**config.mk**
```make
export PLATFORM = sky130hd
export DESIGN_NAME = sfa_status_aggregator
export DESIGN_NICKNAME = d
export VERILOG_FILES = /design/src/sfa_pkg.sv /design/src/sfa_status_aggregator.sv /design/src/sfa_mask_store.sv /design/src/sfa_input_sync.sv
export VERILOG_INCLUDE_DIRS = /design/src
export SDC_FILE = /design/constraint.sdc
export NUM_CORES = 1
export LEC_CHECK = 0
export ABC_AREA = 1
export BUFFER_PORTS_ARGS = -buffer_cell sky130_fd_sc_hd__buf_4
export CORE_ASPECT_RATIO = 0.8
export CORE_UTILIZATION = 25
export DETAILED_ROUTE_END_ITERATION = 8
export HOLD_SLACK_MARGIN = 0.06
export PLACE_DENSITY = 0.41
export SLEW_MARGIN = 20
export SYNTH_ARGS = -nofsm -noshare
export SYNTH_HDL_FRONTEND = slang
export SYNTH_HIERARCHICAL = 1
export SYNTH_SLANG_ARGS = --single-unit
```
**constraint.sdc**
```tcl
create_clock -name i_sys_clk -period 2.4 [get_ports i_sys_clk]
set_input_delay 0.12 -clock i_sys_clk [delete_from_list [all_inputs] [get_ports i_sys_clk]]
set_output_delay 0.12 -clock i_sys_clk [all_outputs]
set_load 0.005 [all_outputs]
```
**src/sfa_params.svh**
```systemverilog
// Constants for the status flag aggregator: field identifiers, bit positions, reset values.
// Assumes inclusion by bare name from the package and the design modules.
`ifndef SFA_PARAMS_SVH
`define SFA_PARAMS_SVH

`define SFA_FID_HW_MASK 16'h0010
`define SFA_FID_LINK_MASK 16'h0011
`define SFA_FID_SW_MASK 16'h0012
`define SFA_FID_SENSOR_MASK 16'h0013

`define SFA_ALGO_VALID 16'h0007
`define SFA_DATA_VALID 16'h0003
`define SFA_HW_VALID 16'h000F
`define SFA_LINK_VALID 16'h0001
`define SFA_SW_VALID 16'h000F
`define SFA_SENSOR_VALID 16'h0001

`define SFA_BIT_INIT_ERR 0
`define SFA_BIT_OVER_LIMIT 1
`define SFA_BIT_NAV_DEADLINE 2
`define SFA_BIT_CAL_CHECKSUM 0
`define SFA_BIT_IRON_LIMITS 1
`define SFA_BIT_CAL_STORE_WRITABLE 3
`define SFA_BIT_NO_OUTSIDE_GNSS 0

`define SFA_HW_SW_FAULT 3
`define SFA_HW_TOP_ALERT 8
`define SFA_HW_HW_ALERT 9
`define SFA_HW_LINK_ALERT 10
`define SFA_HW_SW_ALERT 11
`define SFA_HW_SENSOR_ALERT 12

`define SFA_MASK_RESET 16'h0000
`define SFA_WORD_RESET 16'h0000

`endif

```
**src/sfa_pkg.sv**
```systemverilog
// Types shared by the status flag aggregator modules.
// Assumes sfa_params.svh is on the include path.
`include "sfa_params.svh"

package sfa_pkg;

  typedef logic [15:0] sfa_word_t;
  typedef logic [1:0] sfa_mask_sel_t;

  typedef enum logic [1:0] {
    SFA_CMD_IDLE,
    SFA_CMD_ANSWER
  } sfa_cmd_state_e;

endpackage : sfa_pkg

```
**src/sfa_status_aggregator.sv**
```systemverilog
// Status flag aggregator: reduces fault and condition fields into summary and alert bits.
// Assumes flag sources are asynchronous levels and the host issues one field command at a time.
`timescale 1ns/1ps
`include "sfa_params.svh"

module sfa_status_aggregator
  import sfa_pkg::*;
(
  // Clock and reset.
  input wire logic i_sys_clk,
  input wire logic i_rst,
  // Raw fault sources.
  input wire logic [15:0] i_algo_fault_flags,
  input wire logic i_cal_checksum_bad,
  input wire logic i_cal_altered,
  input wire logic i_iron_params_out_of_limits,
  // Raw condition sources.
  input wire logic [15:0] i_hw_condition,
  input wire logic [15:0] i_link_condition,
  input wire logic [15:0] i_sw_condition,
  input wire logic [15:0] i_sensor_condition,
  // Field command port.
  input wire logic i_field_req,
  input wire logic i_field_write,
  input wire logic [15:0] i_field_id,
  input wire logic [15:0] i_field_wdata,
  output logic o_field_ack,
  output logic o_field_err,
  output logic [15:0] o_field_rdata,
  // Summary outputs.
  output logic [15:0] o_algo_fault_flags,
  output logic [15:0] o_data_fault_flags,
  output logic [15:0] o_sw_fault_field,
  output logic o_algo_fault_summary,
  output logic o_data_fault_summary,
  output logic o_sw_fault_summary,
  output logic o_hw_alert,
  output logic o_link_alert,
  output logic o_sw_alert,
  output logic o_sensor_alert,
  output logic o_top_alert,
  output logic [15:0] o_top_health_word
);

  // Masked reduction shared by the four condition categories.
  function automatic logic masked_any(input sfa_word_t cond, input sfa_word_t mask,
                                      input sfa_word_t valid);
    masked_any = |(cond & mask & valid);
  endfunction : masked_any

  // Maps a field identifier onto a mask index; valid is low for unknown identifiers.
  function automatic logic [2:0] decode_id(input sfa_word_t id);
    case (id)
      `SFA_FID_HW_MASK: decode_id = 3'b100;
      `SFA_FID_LINK_MASK: decode_id = 3'b101;
      `SFA_FID_SW_MASK: decode_id = 3'b110;
      `SFA_FID_SENSOR_MASK: decode_id = 3'b111;
      default: decode_id = 3'b000;
    endcase
  endfunction : decode_id

  // Places the summaries in the top-level health word; every other bit stays zero.
  function automatic sfa_word_t pack_health(input logic sw_fault, input logic top,
                                            input logic [3:0] cat);
    sfa_word_t word;
    word = `SFA_WORD_RESET;
    word[`SFA_HW_SW_FAULT] = sw_fault;
    word[`SFA_HW_TOP_ALERT] = top;
    word[`SFA_HW_HW_ALERT] = cat[0];
    word[`SFA_HW_LINK_ALERT] = cat[1];
    word[`SFA_HW_SW_ALERT] = cat[2];
    word[`SFA_HW_SENSOR_ALERT] = cat[3];
    pack_health = word;
  endfunction : pack_health

  logic [15:0] algo_s;
  logic [2:0] data_s;
  logic [15:0] hw_s;
  logic [15:0] link_s;
  logic [15:0] sw_s;
  logic [15:0] sensor_s;

  // Every flag bus comes from other clocks, so it passes two flip-flops before use.
  sfa_input_sync #(.WIDTH(16)) u_sync_algo (
    .i_sys_clk(i_sys_clk),
    .i_rst(i_rst),
    .i_async(i_algo_fault_flags),
    .o_sync(algo_s)
  );

  sfa_input_sync #(.WIDTH(3)) u_sync_data (
    .i_sys_clk(i_sys_clk),
    .i_rst(i_rst),
    .i_async({i_cal_altered, i_iron_params_out_of_limits, i_cal_checksum_bad}),
    .o_sync(data_s)
  );

  sfa_input_sync #(.WIDTH(16)) u_sync_hw (
    .i_sys_clk(i_sys_clk),
    .i_rst(i_rst),
    .i_async(i_hw_condition),
    .o_sync(hw_s)
  );

  sfa_input_sync #(.WIDTH(16)) u_sync_link (
    .i_sys_clk(i_sys_clk),
    .i_rst(i_rst),
    .i_async(i_link_condition),
    .o_sync(link_s)
  );

  sfa_input_sync #(.WIDTH(16)) u_sync_sw (
    .i_sys_clk(i_sys_clk),
    .i_rst(i_rst),
    .i_async(i_sw_condition),
    .o_sync(sw_s)
  );

  sfa_input_sync #(.WIDTH(16)) u_sync_sensor (
    .i_sys_clk(i_sys_clk),
    .i_rst(i_rst),
    .i_async(i_sensor_condition),
    .o_sync(sensor_s)
  );

  // Field command handling.
  logic [2:0] dec;
  logic wr_en;
  sfa_word_t rd_data;
  sfa_word_t mask_hw;
  sfa_word_t mask_link;
  sfa_word_t mask_sw;
  sfa_word_t mask_sensor;
  sfa_cmd_state_e cmd_state;
  logic pend_err;

  assign dec = decode_id(i_field_id);
  // A request is taken only in idle, so each command is answered once.
  assign wr_en = i_field_req && i_field_write && dec[2] && (cmd_state == SFA_CMD_IDLE);

  // Writes land at the taking edge, so a new mask steers the alerts from the answer cycle on.
  sfa_mask_store u_masks (
    .i_sys_clk(i_sys_clk),
    .i_rst(i_rst),
    .i_wr_en(wr_en),
    .i_wr_sel(dec[1:0]),
    .i_wr_data(i_field_wdata),
    .i_rd_sel(dec[1:0]),
    .o_rd_data(rd_data),
    .o_mask_hw(mask_hw),
    .o_mask_link(mask_link),
    .o_mask_sw(mask_sw),
    .o_mask_sensor(mask_sensor)
  );

  // A request in the answer cycle is ignored, so commands must be two cycles apart.
  always_ff @(posedge i_sys_clk or posedge i_rst) begin
    if (i_rst) begin
      cmd_state <= SFA_CMD_IDLE;
      pend_err <= 1'b0;
    end else begin
      case (cmd_state)
        SFA_CMD_IDLE: begin
          if (i_field_req) begin
            cmd_state <= SFA_CMD_ANSWER;
            pend_err <= ~dec[2];
          end
        end
        SFA_CMD_ANSWER: begin
          cmd_state <= SFA_CMD_IDLE;
        end
        default: begin
          cmd_state <= SFA_CMD_IDLE;
        end
      endcase
    end
  end

  // Answer appears two edges after the request and stands for one cycle.
  always_ff @(posedge i_sys_clk or posedge i_rst) begin
    if (i_rst) begin
      o_field_ack <= 1'b0;
      o_field_err <= 1'b0;
    end else begin
      o_field_ack <= (cmd_state == SFA_CMD_ANSWER);
      o_field_err <= (cmd_state == SFA_CMD_ANSWER) && pend_err;
    end
  end

  // Read data come from the mask store and hold until the next answer; an unknown
  // identifier answers with zero so no stale mask can pass for the requested one.
  always_ff @(posedge i_sys_clk or posedge i_rst) begin
    if (i_rst) begin
      o_field_rdata <= `SFA_WORD_RESET;
    end else if (cmd_state == SFA_CMD_ANSWER) begin
      o_field_rdata <= pend_err ? `SFA_WORD_RESET : rd_data;
    end
  end

  // Fault fields and summaries.
  sfa_word_t algo_f;
  sfa_word_t data_f;
  logic algo_sum;
  logic data_sum;
  logic sw_sum;

  // A calibration altered after a write enable reads the same as a bad checksum.
  assign algo_f = algo_s & `SFA_ALGO_VALID;
  assign data_f = {14'h0000, data_s[1], data_s[0] | data_s[2]} & `SFA_DATA_VALID;
  assign algo_sum = |algo_f;
  assign data_sum = |data_f;
  assign sw_sum = algo_sum | data_sum;

  logic hw_a;
  logic link_a;
  logic sw_a;
  logic sensor_a;
  logic top_a;

  // The valid masks drop reserved positions, so a stray reserved bit never raises an alert.
  assign hw_a = masked_any(hw_s, mask_hw, `SFA_HW_VALID);
  assign link_a = masked_any(link_s, mask_link, `SFA_LINK_VALID);
  assign sw_a = masked_any(sw_s, mask_sw, `SFA_SW_VALID);
  assign sensor_a = masked_any(sensor_s, mask_sensor, `SFA_SENSOR_VALID);
  assign top_a = hw_a | link_a | sw_a | sensor_a;

  always_ff @(posedge i_sys_clk or posedge i_rst) begin
    if (i_rst) begin
      o_algo_fault_flags <= `SFA_WORD_RESET;
      o_data_fault_flags <= `SFA_WORD_RESET;
      o_sw_fault_field <= `SFA_WORD_RESET;
    end else begin
      o_algo_fault_flags <= algo_f;
      o_data_fault_flags <= data_f;
      o_sw_fault_field <= {14'h0000, data_sum, algo_sum};
    end
  end

  always_ff @(posedge i_sys_clk or posedge i_rst) begin
    if (i_rst) begin
      o_algo_fault_summary <= 1'b0;
      o_data_fault_summary <= 1'b0;
      o_sw_fault_summary <= 1'b0;
    end else begin
      o_algo_fault_summary <= algo_sum;
      o_data_fault_summary <= data_sum;
      o_sw_fault_summary <= sw_sum;
    end
  end

  always_ff @(posedge i_sys_clk or posedge i_rst) begin
    if (i_rst) begin
      o_hw_alert <= 1'b0;
      o_link_alert <= 1'b0;
      o_sw_alert <= 1'b0;
      o_sensor_alert <= 1'b0;
    end else begin
      o_hw_alert <= hw_a;
      o_link_alert <= link_a;
      o_sw_alert <= sw_a;
      o_sensor_alert <= sensor_a;
    end
  end

  always_ff @(posedge i_sys_clk or posedge i_rst) begin
    if (i_rst) begin
      o_top_alert <= 1'b0;
    end else begin
      o_top_alert <= top_a;
    end
  end

  // Top-level health word; failure bits other than the software one belong elsewhere.
  always_ff @(posedge i_sys_clk or posedge i_rst) begin
    if (i_rst) begin
      o_top_health_word <= `SFA_WORD_RESET;
    end else begin
      o_top_health_word <= pack_health(sw_sum, top_a, {sensor_a, sw_a, link_a, hw_a});
    end
  end

endmodule : sfa_status_aggregator

```
**src/sfa_mask_store.sv**
```systemverilog
// Four sixteen-bit enable masks held in a small register array.
// Assumes the caller decodes field identifiers into a two-bit index.
`timescale 1ns/1ps
`include "sfa_params.svh"

module sfa_mask_store
  import sfa_pkg::*;
(
  // Clock and reset.
  input wire logic i_sys_clk,
  input wire logic i_rst,
  // Write port.
  input wire logic i_wr_en,
  input wire sfa_mask_sel_t i_wr_sel,
  input wire sfa_word_t i_wr_data,
  // Registered read port.
  input wire sfa_mask_sel_t i_rd_sel,
  output sfa_word_t o_rd_data,
  // All masks in parallel for the alert logic.
  output sfa_word_t o_mask_hw,
  output sfa_word_t o_mask_link,
  output sfa_word_t o_mask_sw,
  output sfa_word_t o_mask_sensor
);

  sfa_word_t mem [4];

  always_ff @(posedge i_sys_clk or posedge i_rst) begin
    if (i_rst) begin
      for (int i = 0; i < 4; i++) begin
        mem[i] <= `SFA_MASK_RESET;
      end
    end else if (i_wr_en) begin
      mem[i_wr_sel] <= i_wr_data;
    end
  end

  always_ff @(posedge i_sys_clk or posedge i_rst) begin
    if (i_rst) begin
      o_rd_data <= `SFA_MASK_RESET;
    end else begin
      o_rd_data <= mem[i_rd_sel];
    end
  end

  assign o_mask_hw = mem[0];
  assign o_mask_link = mem[1];
  assign o_mask_sw = mem[2];
  assign o_mask_sensor = mem[3];

endmodule : sfa_mask_store

```
**src/sfa_input_sync.sv**
```systemverilog
// Two-stage synchroniser for a bus of condition and fault levels from other logic.
// Assumes each bit is an independent slow level.
`timescale 1ns/1ps

module sfa_input_sync #(
  parameter int WIDTH = 16
) (
  // Clock and reset.
  input wire logic i_sys_clk,
  input wire logic i_rst,
  // Levels in and out.
  input wire logic [WIDTH-1:0] i_async,
  output logic [WIDTH-1:0] o_sync
);

  logic [WIDTH-1:0] meta;

  always_ff @(posedge i_sys_clk or posedge i_rst) begin
    if (i_rst) begin
      meta <= '0;
      o_sync <= '0;
    end else begin
      meta <= i_async;
      o_sync <= meta;
    end
  end

endmodule : sfa_input_sync

```
# Word level (Yosys, flattened, before mapping)

Cells that the tools add are included.

Logic and storage cells: 74
Output and inout port bits: 90
Flip-flop bits (word level): 154
Bits of input ports: 119

Reduce and logical (&&, ||, !) cells: 11
$lt $le $gt $ge: 2
Eq/ne operators: 6
Bitwise logic cells: 11
Multiplexer cells: 10

Operator list:

| kind                  | number |
|---|---|
| $bwmux W64            | 1 |
| $eq A16 B5 Y1 const B | 4 |
| $mux W16              | 4 |
| $bmux W16 S2          | 1 |
| $demux W16 S2         | 1 |
| $pmux W3 S4           | 1 |
| $and A4 B4 Y4         | 2 |
| $reduce_or A4 Y1      | 2 |
| $logic_and A1 B1 Y1   | 5 |
| $or A1 B1 Y1          | 5 |
| $mux W2               | 2 |
| $ge A3 B3 Y1 const B  | 1 |
| $lt A3 B1 Y1 const B  | 1 |
| $not A2 Y3            | 1 |
| $reduce_or A3 Y1      | 1 |
| $and A1 B1 Y1         | 2 |
| $eq A2 B1 Y1 const B  | 1 |
| $logic_not A2 Y1      | 1 |
| $ne A2 B2 Y1 const B  | 1 |
| $reduce_and A2 Y1     | 1 |
| $reduce_or A2 Y1      | 1 |
| $not A1 Y1            | 1 |

# Logic depth before layout (Yosys ltp)

Gate-level depths: netlist of the first run.

Word-level depth: 8
Mapped depth: 12
Depth with buffers taken out: 10

# Cells and area by module

Netlist of the first run, hierarchy kept.

By module, submodules not included:

| module                           | area each (µm²) | times used | cells an instance |
|---|---|---|---|
| sfa_input_sync (u_sync_algo ...) | 804.5           | 5          | 33 |
| sfa_mask_store                   | 3851.2          | 1          | 487 |
| sfa_status_aggregator            | 1773.0          | 1          | 205 |
| sfa_input_sync (u_sync_data)     | 153.9           | 1          | 7 |

# Worst setup path after synthesis of the first run

Ideal clock, no wire load.

Path type: input -> register
Start: input port i_field_id[3]
End: register u_masks.o_rd_data[0]
Arrival time: 1378 ps
Path slack: 905 ps
Path buffers: 2
Data required time: 2283 ps
Cell stages on the path: 9
Cell sequence: or2_1 -> nor2_2 -> nand2_1 -> nor2_1 -> buf_2 -> clkbuf_1 -> nand2_1 -> nand3_1 -> nand2_1

Longest elaborated chain between the ends: 6
Elaborated cells on any way between the ends: 9

RTL lines:

| what                                           | RTL line                     | RTL |
|---|---|---|
| from (decl)                                    | sfa_status_aggregator.sv:25  | `input wire logic [15:0] i_field_id,` |
| $eq A16 B5 Y1                                  | sfa_status_aggregator.sv:53  | `case (id)` |
| $pmux W3 S4 *                                  | sfa_status_aggregator.sv:53  |  |
| named net dec[0]                               | sfa_status_aggregator.sv:127 | `logic [2:0] dec;` |
| $not A2 Y3 (not written as such) *             | sfa_mask_store.sv:42         | `o_rd_data <= mem[i_rd_sel];` |
| $bmux W16 S2 *                                 | sfa_mask_store.sv:42         |  |
| $mux W16 (not written as such) * (2 in series) | sfa_mask_store.sv:42         |  |
| to (signal assigned)                           | sfa_mask_store.sv:40         | `` o_rd_data <= `SFA_MASK_RESET; `` |
| to (signal assigned)                           | sfa_mask_store.sv:42         |  |
| to (decl)                                      | sfa_mask_store.sv:18         | `output sfa_word_t o_rd_data,` |

Mark *: on every way through the listed nets, which the timed path passes. The rest lies on a longest branch. The select of a mux whose other input is x is not followed.
A chain may end at the register's enable or synchronous reset.

# Worst setup path after layout of the first run

Start: register cmd_state[0]
End: register u_masks.mem (netlist bit u_masks/o_mask_link[5])

Longest elaborated chain between the ends: 2

RTL lines:

| what                            | RTL line                     | RTL |
|---|---|---|
| from (decl)                     | sfa_status_aggregator.sv:134 | `sfa_cmd_state_e cmd_state;` |
| from (signal assigned)          | sfa_status_aggregator.sv:159 | `cmd_state <= SFA_CMD_IDLE;` |
| from (signal assigned)          | sfa_status_aggregator.sv:165 | `cmd_state <= SFA_CMD_ANSWER;` |
| from (signal assigned)          | sfa_status_aggregator.sv:170 | `cmd_state <= SFA_CMD_IDLE;` |
| $logic_not A2 Y1                | sfa_status_aggregator.sv:139 | `assign wr_en = i_field_req && i_field_write && dec[2] && (cmd_state == SFA_CMD_IDLE);` |
| $logic_and A1 B1 Y1             | sfa_status_aggregator.sv:139 |  |
| named net wr_en                 | sfa_status_aggregator.sv:128 | `logic wr_en;` |
| to (signal, indexed assignment) | sfa_mask_store.sv:31         | `` mem[i] <= `SFA_MASK_RESET; `` |
| to (signal, indexed assignment) | sfa_mask_store.sv:34         | `mem[i_wr_sel] <= i_wr_data;` |
| to (decl)                       | sfa_mask_store.sv:26         | `sfa_word_t mem [4];` |

The timed path passes the listed nets, and every way through them passes these cells.

==> flow_summary_export.csv, run 1 <==
group,metric,value,unit
status,outcome,"completed",
floorplanning,coreArea,25300,um2
floorplanning,initial_utilization,0.255,
floorplanning,ios,209,
clocking,htree_levels,4,
min_path,whs_path_depth,7,
critical_path,cp_num_buf_inv,1,
clocking,tritoncts,"yes",
global_routing,grt_pass1_vias,4439,
sta,clock_skew,0.00601,ns
power_and_ir_drop,leakage,4.26,nW
floorplanning,die_x,182,um
critical_path,worstPathMaxFanout,22,
min_path,hold_end,"pend_err$_DFFE_PP0P_",
route,postRouteAntennaNets,0,
clocking,cts_buffer_depth,2,
critical_path,critPathSlowestCell,"nor2_4",
layout,drive_gt1_frac,0.192,
global_routing,antenna_found_initial,0,
critical_path,reg2reg_to,"u_masks/o_mask_link[5]$_DFFE_PP0P_",
route,first_iter_violations,265,
sta,period_share,0.743,
sta,tightest_slew,0.551,ns
clocking,numCtsBuffers,17,
route,routed-via-count,4584,
clocking,path_clk_slew,0.07,ns
critical_path,endpoint_kind,"flip-flop",
critical_path,rr_worst_depth,6,
placement,port_buffers,90,
logic_synthesis,yosysWarnings,6,
critical_path,crit_arrival,2.14,ns
route,drtPass1Iterations,4,
critical_path,required,2.76,ns
logic_synthesis,avgSynthCellArea,8.83,um2
sta,relSlewSlack,0.632,
critical_path,cp-start-kind,"flip-flop",
clocking,postCtsSetupBuffers,0,
sta,setup_viol_count_final,0,
global_routing,grt_pass1_wl,24.8,mm
clocking,root_buffer,"clkbuf_16",
logic_synthesis,syn_inst,730,
floorplanning,dieArea,26400,um2
floorplanning,die_h,146,um
critical_path,worstReg2RegStart,"cmd_state[0]$_DFFE_PP0P_",
clocking,clock_sinks,145,
layout,fin_cells,1189,
min_path,hold_path.class,"input port to flip-flop",
min_path,hp-start,"i_field_id[5]",
layout,design_area,8160,um2
placement,placedCellCount,1123,
route,via_per_inst,3.86,
critical_path,cp_cell_sequence,"nor2_2 > nand3_2 > nor2_4 > buf_4 > nand4_1 > nand2_1",
sta,min_period,1.78,ns
power_and_ir_drop,peakVddDrop,0.000457,V
sta,finalMaxSlewViolations,0,
layout,nNetsFinal,971,
power_and_ir_drop,power,5.27,mW
placement,post-dp-hpwl,10.5,mm
critical_path,crit_family,"simple AND/OR/NAND/NOR gates",
global_routing,overflow,0,
layout,n_antenna_cell,0,
sta,max_freq,561,MHz
route,drc,0,
flow_run,max_cap_viol_count,0,
placement,dpl-instance-area,7260,um2
floorplanning,rows,52,
placement,gp_congestion,0.699,
route,avgRoutedWirePerCell,12.6,um
critical_path,r2r_slack,0.62,ns
power_and_ir_drop,powerDensity,646,nW/um2
logic_synthesis,netlist_area,6450,um2
layout,area.growth.synth_to_final,26.5,%
route,drt-total-wl,15.0,mm
sta,rsz0062_at_grt,"false",
global_routing,grt_max_degree,56,
critical_path,slowest_delay,0.45,ns
sta,tns,0,ns
sta,hold_viol,0,
global_routing,grt_usage,0.122,
critical_path,worst-setup-path-type,"flip-flop to flip-flop",
clocking,clock_latency,0.42,ns
-- placed cells by master (no fill, tap or decap), types with 6 or more instances in the layout --
master,count
buf_4,111
clkbuf_16,17
conb_1,51
dfrtp_1,145
dlygate4sd3_1,34
inv_1,120
inv_6,9
nand2_1,212
nand3_1,65
nand4_1,34
nor2_1,9
o21ai_1,22
o21ai_2,6
-- flip-flops by register name, indices dropped and copies added, names as in the netlist, 4 cells and up --
name                   cells
o_field_rdata             16
u_masks/o_mask_hw         16
u_masks/o_mask_link       16
u_masks/o_mask_sensor     16
u_masks/o_mask_sw         16
u_masks/o_rd_data         16
o_top_health_word          6
u_sync_hw/meta             4
u_sync_hw/o_sync           4
u_sync_sw/meta             4
u_sync_sw/o_sync           4
-- cell type report --
type | instances | area, um2
clock buffers | 17 | 425
clock inverters | 15 | 134
fillers | 2656 | 17200
inverters | 124 | 465
multi-input cells | 418 | 1910
flip-flops and latches | 145 | 3630
well taps | 324 | 405
repair buffers | 146 | 1190
-- metal layers --
layer  share of wire  vias to the layer above  GRT usage  wire (um)
li1                -                     2372          -          -
met2            0.41                       98      0.167       6090
met1            0.55                     2104      0.186       8240
met3           0.038                       10     0.0305        569
met5               0                        -          0          0
met4          0.0090                        0     0.0356        135
-- worst max path at each step --
stage	start	slack [ns]	depth (start not counted)	to
floorplan	i_rst	0.23	1	u_masks/o_mask_hw[0]$_DFFE_PP0P_
global placement	i_field_id[3]	0.44	10	u_masks/o_rd_data[3]$_DFF_PP0_
detailed placement	i_field_id[3]	0.44	10	u_masks/o_rd_data[3]$_DFF_PP0_
CTS	cmd_state[0]$_DFFE_PP0P_	0.61	7	u_masks/o_mask_sensor[2]$_DFFE_PP0P_
global route	cmd_state[0]$_DFFE_PP0P_	0.46	6	u_masks/o_mask_link[8]$_DFFE_PP0P_
finish	cmd_state[0]$_DFFE_PP0P_	0.62	6	u_masks/o_mask_link[5]$_DFFE_PP0P_
-- report_power, final --
group / internal [mW] / switching [mW] / leakage, nW / total [mW]
logic: 0.115 / 0.135 / 2.08 / 0.250
registers: 2.48 / 0.0105 / 1.92 / 2.49
clock network: 1.37 / 1.16 / 0.271 / 2.53
total: 3.96 / 1.30 / 4.26 / 5.27
-- tightest hold or removal path: cells and delay by family --
family,cells,cell delay (ns)
buffers and inverters,2,0.12
AND/OR/NAND/NOR,5,0.26
-- per-stage QoR --
| step | util | hold slack, ns | worst slack (ns) |
|---|---|---|---|
| CTS | 0.322 | 0.104 | 0.609 |
| finish | 0.322 | 0.115 | 0.616 |
| detailed placement | 0.287 | 0.0493 | 0.442 |
| floorplan | - | -0.139 | 0.228 |
| global route | 0.322 | 0.137 | 0.456 |
| global placement | 0.287 | 0.0524 | 0.442 |
-- what timing repair did --
action | 4_1_cts | 5_1_grt
hold buffers | 34 | 0
hold endpoints to repair | 169 | 0
gates resized for setup | 0 | 0
(Power assumes the default switching activity.)
==> inputs of run 2 (changes only) <==
==> constraint.sdc (replaced) <==
create_clock -name i_sys_clk -period 1.81 [get_ports i_sys_clk]
set_input_delay 0.0905 -clock i_sys_clk [delete_from_list [all_inputs] [get_ports i_sys_clk]]
set_output_delay 0.0905 -clock i_sys_clk [all_outputs]
set_load 0.005 [all_outputs]
==> run 2 against run 1 <==
Effect of this change:
- first-iteration DRC count down 3.4%
- critical path depth is 1 higher
- clock skew increased by 0.0045 ns
- worst setup slack lost 0.35 ns
- die area unchanged
- fmax grew 15%
- count of clock-buffer cells in the layout did not move
- sequential share of layout area is 0.92 points lower
- register-to-register slack got worse by 0.35 ns
- non-clock buffer count up 3
- highest routed layer unchanged
==> flow_summary_export.csv, run 2 (same netlist as run 1, synthesis figures left out) <==
group,metric,value,unit
status,outcome,"completed",
sta,clock_skew,0.0105,ns
floorplanning,ios,209,
flow_run,max_cap_viol_count,0,
power_and_ir_drop,leakage,4.33,nW
clocking,root_buffer,"clkbuf_16",
floorplanning,initial_utilization,0.255,
clocking,cts_buffer_depth,2,
sta,min_period,1.54,ns
global_routing,overflow,0,
clocking,clock_latency,0.43,ns
route,first_iter_violations,256,
clocking,htree_levels,4,
route,drc,0,
sta,max_freq,647,MHz
sta,hold_viol,0,
power_and_ir_drop,powerDensity,854,nW/um2
clocking,postCtsSetupBuffers,0,
critical_path,required,2.12,ns
power_and_ir_drop,peakVddDrop,0.000561,V
critical_path,worst-setup-path-type,"flip-flop to flip-flop",
floorplanning,coreArea,25300,um2
layout,layout_common_cells,"212 x nand2_1, 145 x dfrtp_1, 120 x inv_1",
clocking,tritoncts,"yes",
clocking,path_clk_slew,0.07,ns
layout,final_common_cell,"nand2_1",
global_routing,grt_max_degree,81,
critical_path,worstPathMaxFanout,24,
sta,rsz0062_at_grt,"false",
route,drtPass1Iterations,4,
global_routing,grt_usage,0.126,
sta,finalMaxSlewViolations,0,
route,routed-via-count,4582,
route,avgRoutedWirePerCell,12.9,um
route,postRouteAntennaNets,0,
floorplanning,die_x,182,um
clocking,clock_sinks,145,
floorplanning,rows,52,
route,via_per_inst,3.84,
sta,setup_viol_count_final,0,
critical_path,cp-start-kind,"flip-flop",
global_routing,grt_pass1_vias,4682,
critical_path,endpoint_kind,"flip-flop",
layout,design_area,8330,um2
floorplanning,die_h,146,um
critical_path,crit_arrival,1.86,ns
floorplanning,dieArea,26400,um2
placement,port_buffers,90,
clocking,numCtsBuffers,17,
min_path,hold_path.class,"input port to flip-flop",
layout,area.growth.synth_to_final,29.2,%
sta,period_share,0.853,
global_routing,grt_pass1_wl,25.5,mm
placement,placedCellCount,1126,
layout,n_antenna_cell,0,
sta,tns,0,ns
placement,gp_congestion,0.717,
placement,post-dp-hpwl,10.2,mm
layout,fin_cells,1192,
route,drt-total-wl,15.3,mm
layout,nNetsFinal,974,
placement,dpl-instance-area,7400,um2
global_routing,antenna_found_initial,0,
layout,drive_gt1_frac,0.195,
[run 2: cell type report]
| class | instances | area, um2 |
|---|---|---|
| Multi-Input combinational cell | 418 | 1910 |
| Inverter | 124 | 469 |
| Sequential cell | 145 | 3630 |
| Clock inverter | 15 | 166 |
| Clock buffer | 17 | 425 |
| Fill cell | 2682 | 17000 |
| Timing Repair Buffer | 149 | 1330 |
| Tap cell | 324 | 405 |
[run 2: timing repair]
item	4_1_cts	5_1_grt
endpoints found under the hold margin	227	0
hold buffers	34	0
resized for setup	0	0
[run 2: worst max-delay path, cell delays in order (launching register included)]
cell	delay, ns
dfrtp_1	0.39
nor2_2	0.14
nand3_2	0.12
nor2_4	0.12
buf_12	0.19
nand3_4	0.27
nand2_1	0.13
nand2_1	0.06
[run 2: final timing paths]
check / startpoint / end / cells past startpoint / slack, ns
min in group asynchronous: i_rst / u_sync_link/meta[0]$_DFF_PP0_ / 3 / 0.13
worst min register to register: u_sync_hw/meta[1]$_DFF_PP0_ / u_sync_hw/o_sync[1]$_DFF_PP0_ / 0 / 0.34
worst max-delay path: cmd_state[0]$_DFFE_PP0P_ / u_masks/o_mask_link[7]$_DFFE_PP0P_ / 7 / 0.27
worst max register to register: cmd_state[0]$_DFFE_PP0P_ / u_masks/o_mask_link[7]$_DFFE_PP0P_ / 7 / 0.27
worst min-delay path: i_field_id[12] / pend_err$_DFFE_PP0P_ / 7 / 0.1
max in group asynchronous: i_rst / o_field_rdata[15]$_DFFE_PP0P_ / 4 / 1.00
[run 2: routing by layer]
metal  global-route usage  share of wire
met1                0.184           0.54
met2                0.183           0.42
met3               0.0335          0.030
met4               0.0343          0.011
met5                    0              0
[run 2: per-stage QoR]
step / worst slack, ns / power [mW] / hold WS (ns) / utilization
after global placement: 0.0995 / 3.64 / 0.0237 / 0.292
after detailed placement: 0.0772 / 3.64 / 0.0275 / 0.292
final: 0.265 / 7.12 / 0.0958 / 0.329
after CTS: 0.246 / 7.24 / 0.0818 / 0.329
after floorplan: 0.344 / 3.56 / -0.168 / -
after global routing: 0.118 / 7.44 / 0.123 / 0.329
[run 2: power breakdown]
part | switching (mW) | internal [mW] | total (mW)
sequential | 0.0142 | 3.29 | 3.30
combinational | 0.178 | 0.151 | 0.330
clock | 1.63 | 1.85 | 3.49
==> inputs of run 3 (changes only) <==
--- a/config.mk
+++ b/config.mk
@@ -7,12 +7,12 @@
 export NUM_CORES = 1
 export LEC_CHECK = 0
 export ABC_AREA = 1
-export BUFFER_PORTS_ARGS = -buffer_cell sky130_fd_sc_hd__buf_4
 export CORE_ASPECT_RATIO = 0.8
 export CORE_UTILIZATION = 25
 export DETAILED_ROUTE_END_ITERATION = 8
+export DONT_BUFFER_PORTS = 1
 export HOLD_SLACK_MARGIN = 0.06
-export PLACE_DENSITY = 0.41
+export PLACE_DENSITY = 0.36
 export SLEW_MARGIN = 20
 export SYNTH_ARGS = -nofsm -noshare
 export SYNTH_HDL_FRONTEND = slang
==> run 3 against run 2 <==
Effect of this change:
- non-clock buffer count decreased by 85
- total power down 0.87%
- worst setup slack lost 0.074 ns
- design area decreased by 8.1%
- worst hold slack improved by 0.060 ns
- sequential share of layout area rose by 3.8 points
- critical endpoint is now u_masks/o_mask_link[0]$_DFFE_PP0P_
==> flow_summary_export.csv, run 3 (same netlist as run 1, synthesis figures left out) <==
group,metric,value,unit
critical_path,cp-start-kind,"flip-flop",
route,drt-total-wl,15.3,mm
floorplanning,die_x,182,um
critical_path,endpoint_kind,"flip-flop",
layout,nNetsFinal,889,
critical_path,crit_top_cell,"nand2_1",
clocking,root_buffer,"clkbuf_16",
global_routing,antenna_found_initial,3,
layout,area.growth.synth_to_final,18.7,%
sta,rsz0062_at_grt,"false",
critical_path,cp_cell_sequence,"nor2_2 > nand3_2 > nor2_4 > nand3_4 > nand2_1 > nand2_1",
critical_path,required,2.11,ns
clocking,numCtsBuffers,17,
route,routed-via-count,4436,
clocking,clock_sinks,145,
layout,layout_common_cells,"211 x nand2_1, 145 x dfrtp_1, 120 x inv_1",
floorplanning,initial_utilization,0.255,
min_path,hp-start,"i_field_write",
clocking,path_clk_slew,0.07,ns
sta,finalMaxSlewViolations,0,
flow_run,max_cap_viol_count,0,
status,outcome,"completed",
min_path,hold_path.class,"input port to flip-flop",
floorplanning,rows,52,
critical_path,crit_family,"simple AND/OR/NAND/NOR gates",
clocking,tritoncts,"yes",
sta,setup_viol_count_final,0,
placement,detailedPlace.worstSlack,0.156,ns
clocking,cts_buffer_depth,2,
floorplanning,coreArea,25300,um2
global_routing,grt_pass1_vias,4414,
floorplanning,dieArea,26400,um2
power_and_ir_drop,peakVddDrop,0.000639,V
critical_path,critPathSlowestCell,"dfrtp_1",
global_routing,grt_pass1_wl,25.2,mm
sta,period_share,0.894,
sta,min_period,1.62,ns
global_routing,overflow,0,
critical_path,crit_arrival,1.92,ns
critical_path,worstPathMaxFanout,16,
critical_path,cp-startpoint,"cmd_state[0]$_DFFE_PP0P_",
layout,final_common_cell,"nand2_1",
critical_path,worstReg2RegStart,"cmd_state[0]$_DFFE_PP0P_",
sta,tns,0,ns
route,avgRoutedWirePerCell,13.8,um
power_and_ir_drop,powerDensity,922,nW/um2
sta,clock_skew,0.0114,ns
critical_path,cp_num_buf_inv,0,
route,postRouteAntennaNets,0,
placement,port_buffers,0,
critical_path,worst-setup-path-type,"flip-flop to flip-flop",
route,drtPass1Iterations,4,
route,first_iter_violations,225,
sta,max_freq,618,MHz
clocking,htree_levels,4,
placement,post-dp-hpwl,10.5,mm
sta,hold_viol,0,
clocking,clock_latency,0.42,ns
floorplanning,die_h,146,um
global_routing,grt_max_degree,81,
route,drc,0,
sta,setup_ws,0.192,ns
power_and_ir_drop,leakage,3.88,nW
placement,gp_congestion,0.750,
floorplanning,ios,209,
route,via_per_inst,4.00,
global_routing,grt_usage,0.124,
layout,drive_gt1_frac,0.105,
critical_path,slowest_delay,0.39,ns
## run 3: layout make-up
class / count / area [um2]
flip-flops and latches: 145 / 3630
multi-input cells: 418 / 1910
clock buffers: 17 / 425
repair buffers: 64 / 648
well taps: 324 / 405
clock inverters: 15 / 164
inverters: 124 / 469
fillers: 2689 / 17700
diodes: 2 / 5.00
## run 3: worst paths after layout
check,endpoint,cells past startpoint,slack (ns)
max,u_masks/o_mask_link[0]$_DFFE_PP0P_,6,0.19
min,u_masks/o_mask_hw[11]$_DFFE_PP0P_,5,0.16
max reg2reg,u_masks/o_mask_link[0]$_DFFE_PP0P_,6,0.19
min reg2reg,u_sync_data/o_sync[1]$_DFF_PP0_,0,0.35
max in group asynchronous,o_field_rdata[9]$_DFFE_PP0P_,3,0.92
min in group asynchronous,u_sync_sensor/meta[0]$_DFF_PP0_,2,0.19
## run 3: layer usage
metal | vias to the layer above | global-route usage | routed length, um
met1 | 2107 | 0.181 | 7950
met2 | 109 | 0.171 | 6350
met5 | - | 0 | 12
met3 | 6 | 0.0398 | 934
li1 | 2212 | - | -
met4 | 2 | 0.0360 | 65
## run 3: worst register-to-register path: cells and delay by family (launching register included)
family           cells  cell delay, ns
and+or+nand+nor      6            1.10
DFF                  1            0.39
## run 3: timing repair
action / 4_1_cts / 5_1_grt
hold buffers: 37 / 0
resized for setup: 0 / 1
buffers inserted: 0 / 1
hold endpoints to repair: 227 / 0
setup endpoints to repair: 0 / 1
## run 3: stage by stage
stage,util,hold WS [ns],cells,total power [mW],cell area [um2]
after floorplan,-,-0.168,780,3.56,6640
after global placement,0.264,-0.162,1037,3.51,6680
after detailed placement,0.264,-0.159,1037,3.51,6680
after CTS,0.302,0.144,1106,7.19,7640
after global routing,0.302,0.157,1108,7.36,7650
final,0.302,0.156,1109,7.06,7650
## run 3: power by group
part	internal, mW	total (mW)	switching (mW)
Clock	1.96	3.52	1.55
Sequential	3.29	3.30	0.0166
Combinational	0.0716	0.232	0.160
